File: src/rtl/felc_cfg.svh
/*
  constants of the fault event log counter bank: register indices,
  event counter count and first index, field layout, reset values and time base counts.
  assumes: included by bare name; definitions only.
*/
`ifndef FELC_CFG_SVH
`define FELC_CFG_SVH

// register indices (byte address is four times the index)
`define FELC_IDX_RUN_LO        8'h01
`define FELC_IDX_RUN_HI        8'h0B
`define FELC_IDX_RESET         8'h02
`define FELC_IDX_INT_ERR       8'h03
`define FELC_IDX_SHORT         8'h04
`define FELC_IDX_OVER_CUR      8'h05
`define FELC_IDX_UNDER_VOLT    8'h06
`define FELC_IDX_OVER_VOLT     8'h07
`define FELC_IDX_OVER_TEMP     8'h08
`define FELC_IDX_RESTORE_ERR   8'h09
`define FELC_IDX_STORE_ERR     8'h0A
`define FELC_IDX_IRQ_STATUS    8'h0C
`define FELC_IDX_IRQ_MASK      8'h0D

// number of event counters and their first index
`define FELC_NUM_EVT           9
`define FELC_IDX_EVT_BASE      8'h02

// field layout of the run time word split
`define FELC_RUN_LO_W          32
`define FELC_RUN_HI_W          16

// reset values
`define FELC_CNT_RST           16'h0000
`define FELC_RUN_RST           48'h0000_0000_0000
`define FELC_MASK_RST          9'h000

// time base: one millisecond at the reference clock
`define FELC_MS_NS             1000000
`define FELC_CLK_NS            4
`define FELC_MS_CYCLES         (`FELC_MS_NS / `FELC_CLK_NS)

`endif

File: src/rtl/felc_pkg.sv
/*
  types of the fault event log counter bank.
  assumes: constants come from felc_cfg.svh.
*/
package felc_pkg;

  // register port request bundle
  typedef struct packed {
    logic [9:0]  addr;   // byte address
    logic [31:0] wdata;  // write data, used only by the mask register
    logic        wr;     // write strobe
    logic        rd;     // read strobe
  } felc_req_t;

endpackage

File: src/rtl/felc_top.sv
/*
  fault event log counter bank: a 48-bit run time accumulator in
  milliseconds and nine saturating 16-bit event counters, read over a
  plain register port, with sticky event status and a masked interrupt.
  assumes: one clock, event inputs synchronous to it, synchronous reset.
*/
// Strobed register access and the register addresses were decided locally.
//
// Contract
// - 48-bit read-only millisecond run time counter
// - count drive resets, 16 bits, read-only
// - count internal drive errors, 16 bits
// - count output short circuits, 16 bits
// - count over-current events, 16 bits
// - count hardware under-voltage faults, 16 bits
// - count hardware over-voltage faults, 16 bits
// - count drive over-temperature faults, 16 bits
// - count parameter restore failures, 16 bits
// - count parameter store failures, 16 bits
`timescale 1ns/1ns
`include "felc_cfg.svh"

module felc_top #(
  parameter int MS_CYCLES = `FELC_MS_CYCLES  // clocks per millisecond
) (
  // clock and reset
  input  wire logic        REF_CLK,
  input  wire logic        RST,
  // register port
  input  wire logic [9:0]  ADDR,
  input  wire logic [31:0] WDATA,
  input  wire logic        WR,
  input  wire logic        RD,
  output logic      [31:0] RDATA,
  // fault indications, levels, one bit per counter
  input  wire logic [8:0]  FAULT,
  // interrupt
  output logic             IRQ
);

  localparam int NE = `FELC_NUM_EVT;  // event counter count

  // register request bundle
  felc_pkg::felc_req_t req;
  assign req = '{addr: ADDR, wdata: WDATA, wr: WR, rd: RD};

  // decode a byte address into a register index, misaligned gives zero
  function automatic logic [7:0] idx_of(input logic [9:0] a);
    idx_of = (a[1:0] == 2'h0) ? a[9:2] : 8'h00;
  endfunction

  // millisecond prescaler
  logic [31:0] ms_cnt_q;        // clocks into current millisecond
  logic        ms_tick;         // one-cycle pulse per millisecond
  assign ms_tick = (ms_cnt_q == 32'(MS_CYCLES - 1));

  // prescaler runs freely from reset
  always_ff @(posedge REF_CLK)
  begin
    if (RST)
      ms_cnt_q <= 32'h0000_0000;
    else if (ms_tick)
      ms_cnt_q <= 32'h0000_0000;
    else
      ms_cnt_q <= ms_cnt_q + 32'h0000_0001;
  end

  // run time accumulator
  logic [47:0] run_q;  // milliseconds since reset

  // saturates too, though 2^48 ms is far beyond any drive's life
  always_ff @(posedge REF_CLK)
  begin
    if (RST)
      run_q <= `FELC_RUN_RST;
    else if (ms_tick && run_q != 48'hFFFF_FFFF_FFFF)
      run_q <= run_q + 48'h0000_0000_0001;
  end

  // edge detection of fault levels
  logic [NE-1:0] fault_q;  // fault levels one cycle ago
  logic [NE-1:0] rise;     // one-cycle rising edge per fault
  assign rise = FAULT & ~fault_q;

  // previous level; cleared at reset so a fault held over reset counts
  always_ff @(posedge REF_CLK)
  begin
    if (RST)
      fault_q <= '0;
    else
      fault_q <= FAULT;
  end

  // event counters, one per fault input
  logic [15:0] cnt_q [NE];  // saturating counters

  generate
    for (genvar i = 0; i < NE; i++)
    begin : g_cnt
      // counters ..index i maps to bit i of FAULT
      always_ff @(posedge REF_CLK)
      begin
        if (RST)
          cnt_q[i] <= `FELC_CNT_RST;
        else if (rise[i] && cnt_q[i] != 16'hFFFF)
          cnt_q[i] <= cnt_q[i] + 16'h0001;
      end
    end
  endgenerate

  // decoded request
  logic [7:0] idx;   // register index of this cycle
  assign idx = idx_of(req.addr);

  logic rd_status;   // read of status register, which clears it
  assign rd_status = req.rd && idx == `FELC_IDX_IRQ_STATUS;

  // sticky status and mask
  logic [NE-1:0] stat_q;  // sticky event flags
  logic [NE-1:0] mask_q;  // interrupt enables

  // a read clears, but a new edge in the same cycle wins
  always_ff @(posedge REF_CLK)
  begin
    if (RST)
      stat_q <= '0;
    else if (rd_status)
      stat_q <= rise;
    else
      stat_q <= stat_q | rise;
  end

  // mask is the only writable register; counters ignore writes
  always_ff @(posedge REF_CLK)
  begin
    if (RST)
      mask_q <= `FELC_MASK_RST;
    else if (req.wr && idx == `FELC_IDX_IRQ_MASK)
      mask_q <= req.wdata[NE-1:0];
  end

  // level interrupt from registered state
  assign IRQ = |(stat_q & mask_q);

  // read mux: data one cycle after the strobe, zero otherwise
  logic [31:0] rd_d;  // next read data
  always_comb
  begin
    rd_d = 32'h0000_0000;
    if (req.rd)
    begin
      if (idx == `FELC_IDX_RUN_LO)
        rd_d = run_q[31:0];
      else if (idx == `FELC_IDX_RUN_HI)
        rd_d = {16'h0000, run_q[47:32]};
      else if (idx == `FELC_IDX_IRQ_STATUS)
        rd_d = {23'h000000, stat_q};
      else if (idx == `FELC_IDX_IRQ_MASK)
        rd_d = {23'h000000, mask_q};
      else if (idx >= `FELC_IDX_EVT_BASE
               && idx < `FELC_IDX_EVT_BASE + 8'(NE))
        rd_d = {16'h0000, cnt_q[4'(idx - `FELC_IDX_EVT_BASE)]};
      // unmapped index reads as zero
    end
  end

  // read data register
  always_ff @(posedge REF_CLK)
  begin
    if (RST)
      RDATA <= 32'h0000_0000;
    else
      RDATA <= rd_d;
  end
endmodule // felc_top

File: config.mk
export PLATFORM = sky130hd
export DESIGN_NAME = felc_top
export DESIGN_NICKNAME = d
export VERILOG_FILES = /design/src/rtl/felc_pkg.sv /design/src/rtl/felc_top.sv
export VERILOG_INCLUDE_DIRS = /design/src /design/src/rtl
export SDC_FILE = /design/constraint.sdc
export NUM_CORES = 1
export LEC_CHECK = 0
export BUFFER_PORTS_ARGS = -buffer_cell sky130_fd_sc_hd__buf_2
export CORE_MARGIN = 10
export CORE_UTILIZATION = 58
export CTS_BUF_LIST = sky130_fd_sc_hd__clkbuf_4
export DETAILED_ROUTE_END_ITERATION = 10
export GPL_TIMING_DRIVEN = 0
export PLACE_DENSITY_LB_ADDON = 0.05
export SYNTH_ARGS = -nofsm -noshare
export SYNTH_HDL_FRONTEND = slang
export SYNTH_SLANG_ARGS = --single-unit
File: constraint.sdc
create_clock -name REF_CLK -period 3.4 [get_ports REF_CLK]
set_clock_uncertainty 0.2 [all_clocks]
set_input_delay 0.68 -clock REF_CLK [delete_from_list [all_inputs] [get_ports REF_CLK]]
set_output_delay 0.68 -clock REF_CLK [all_outputs]
set_load 0.005 [all_outputs]
==> impl_metrics.py <==
metrics = {
    "worst_setup_path": {
        "crit_cells": 8,
        "worstRegToRegCells": 8,
        "worstPathArrival_ns": 3.30,
        "worst-path-buf-inv": 2,
        "cp_max_fo": 10,
        "startpoint_type": "register",
        "end_kind": "register",
        "crit_type": "reg -> reg",
        "worst_path_max_delay_cell": "nor3_4",
        "cp_top_family": "simple AND/OR/NAND/NOR gates",
        "cpMostUsedCell": "clkbuf_1",
        "slowest_delay_ns": 0.56,
        "cp_cell_sequence": "ha_1, and3_1, nand3_1, nor3_4, or2_2, clkbuf_1, clkbuf_1, nor2_1",
        "worst_ep_required_time_ns": 3.73,
    },
    "pwr": {
        "power_frac_comb": 0.070,
        "swShare": 0.257,
        "leakage_nw": 6.00,
        "clkPwrFrac": 0.414,
        "intPower_w": 0.00566,
        "p_per_area_nw_per_um2": 464,
        "power_frac_seq": 0.516,
        "p_total_w": 0.00762,
        "peakVddDrop_uv": 295,
        "netSwitchingPower_w": 0.00196,
    },
    "floorplan": {
        "num_rows": 58,
        "dieArea_um2": 32100,
        "io-pin-count": 88,
        "design.core.area_um2": 25000,
        "die_h_um": 179,
        "start_util": 0.587,
        "dieWidth_um": 179,
    },
    "timing": {
        "hold_violations": 0,
        "tns_ns": 0,
        "worst_pin_slew_ns": 0.960,
        "final_max_slew_viol_count": 0,
        "fin_crit_ns": 2.97,
        "max_freq_ghz": 0.337,
        "rsz0062_at_grt": "false",
        "max-slew-margin-rel": 0.354,
        "post-route-period-util": 0.873,
        "finalSetupViolations": 0,
    },
    "job": {
        "cap_violations": 0,
    },
    "route": {
        "drc": 0,
        "ant_nets": 0,
        "routedWlPerCell_um": 19.4,
        "vias": 12300,
        "wirelength_um": 40800,
        "via_per_inst": 5.87,
        "firstDrtPassIters": 5,
        "dr.first_iter.drc_count": 1296,
    },
    "global_routing": {
        "grt_usage": 0.255,
        "grt_pass1_vias": 11900,
        "grt_max_degree": 17,
        "grt_overflow": 0,
        "antenna_found_initial": 1,
        "grt_first_pass_wirelength_um": 64200,
    },
    "yosys": {
        "synthArstFlopShare": 0,
        "synth-edff-count": 144,
        "ys.warnings.count": 0,
        "yosysTopAreaCellShare": 0.294,
        "synth.net_count": 1641,
        "ys_seq_area_frac": 0.483,
        "synthFlopType": "edfxtp_1",
        "yosys-top-cells-area": "edfxtp_1, dfxtp_1, nor2_1",
        "syn_inst": 1575,
        "syn_avg_cell_area_um2": 9.33,
        "synth_area_um2": 14700,
        "yosysTopAreaCell": "edfxtp_1",
        "ys_seq_elements": 283,
        "ys_types": 67,
    },
    "clock_tree": {
        "clkSinkCount": 283,
        "clockBufferDepth": 3,
        "post-cts-setup-buffer-count": 0,
        "clk_latency_ns": 0.70,
        "cts_tree": "built",
        "cts_resized": 0,
        "root_buffer": "clkbuf_4",
        "path_clk_slew_ns": 0.07,
        "htreeDepth": 3,
        "cts_buffers": 77,
        "ctsHoldBuffers": 1,
    },
    "layout": {
        "drive_gt1_frac": 0.137,
        "final_cell_mix": "nor2_1, edfxtp_1, dfxtp_1",
        "nNetsFinal": 1783,
        "syn_to_final_growth_pct": 11.8,
        "layout_commonest_cell": "nor2_1",
        "stdcell_count": 2102,
        "stdcell_area_um2": 16400,
    },
    "placed_design": {
        "place_hpwl_um": 29800,
        "place_area_um2": 15400,
        "finalWeightedCongestion": 1.01,
        "port-buffer-count": 62,
        "dp.cells": 1967,
    },
    "hold_path": {
        "hold_path_depth": 2,
        "hp-class": "in -> reg",
    },
    "run_status": {
        "status": "finished clean",
    },
}
## area by class of cell
| cell class | instances | area [µm²] |
|---|---|---|
| Antenna cell | 2 | 5.00 |
| Buffer | 81 | 313 |
| Clock buffer | 118 | 886 |
| Clock inverter | 14 | 108 |
| Fill cell | 2165 | 8610 |
| Inverter | 30 | 113 |
| Multi-Input combinational cell | 1181 | 7170 |
| Sequential cell | 283 | 7110 |
| Tap cell | 330 | 413 |
| Timing Repair Buffer | 63 | 320 |
## cells by family after synthesis
logic type	Yosys count	synth area share
AOI/OAI and AO/OA	197	0.0895
xor gates and xnor gates	193	0.115
adders and majority gates	11	0.00936
buffers and inverters	111	0.0289
DFF	283	0.483
muxes	31	0.0228
and+or+nand+nor	749	0.251
## routing by layer
| metal | GRT usage | vias up | part of all wire |
|---|---|---|---|
| met2 | 0.385 | 550 | 0.43 |
| met4 | 0.0796 | 0 | 0.021 |
| met1 | 0.357 | 5823 | 0.45 |
| li1 | - | 5898 | - |
| met5 | 0 | - | 0 |
| met3 | 0.0577 | 68 | 0.10 |
## power by group through the flow
stage               combinational, W  sequential (W)  clock, W
floorplan                   0.000366         0.00393         0
CTS                         0.000526         0.00393   0.00321
global route                0.000587         0.00395   0.00340
detailed placement          0.000523         0.00400         0
finish                      0.000536         0.00393   0.00315
global placement            0.000515         0.00399         0
## per-stage QoR
stage                     hold slack (ns)  setup WS [ns]  utilization
after detailed placement            0.264         -0.100        0.616
after global routing              0.00982          0.199        0.656
final                              0.0504          0.432        0.656
after global placement              0.259        -0.0732        0.616
after floorplan                     0.238          0.886            -
after CTS                         0.00880          0.450        0.656
## path summary, 6_finish.rpt
check	startpoint	end	slack (ns)
setup / recovery	ms_cnt_q[0]	ms_cnt_q[3]	0.43
hold / removal	FAULT[3]	fault_q[3]	0.05
setup reg to reg	ms_cnt_q[0]	ms_cnt_q[3]	0.43
hold reg to reg	stat_q[4]	stat_q[4]	0.27
## synth_stat cells (15+ instances only)
cell	number
nor2b_1	16
and3_1	63
nand2_1	104
dfxtp_1	139
a21oi_1	46
nor3_1	22
nand2b_1	15
inv_1	30
mux2_2	20
nand4_1	47
edfxtp_1	144
o22ai_1	17
xnor2_1	82
o21ai_0	41
nand3_1	96
nor2_1	305
clkbuf_1	68
xor2_1	111
## sequential cells by signal, summed over array words and instances (netlist names)
signal / count
RDATA: 32
cnt_q: 144
fault_q: 9
mask_q: 9
ms_cnt_q: 32
run_q: 48
stat_q: 9
Note: power is estimated with default switching activity, not from simulation.
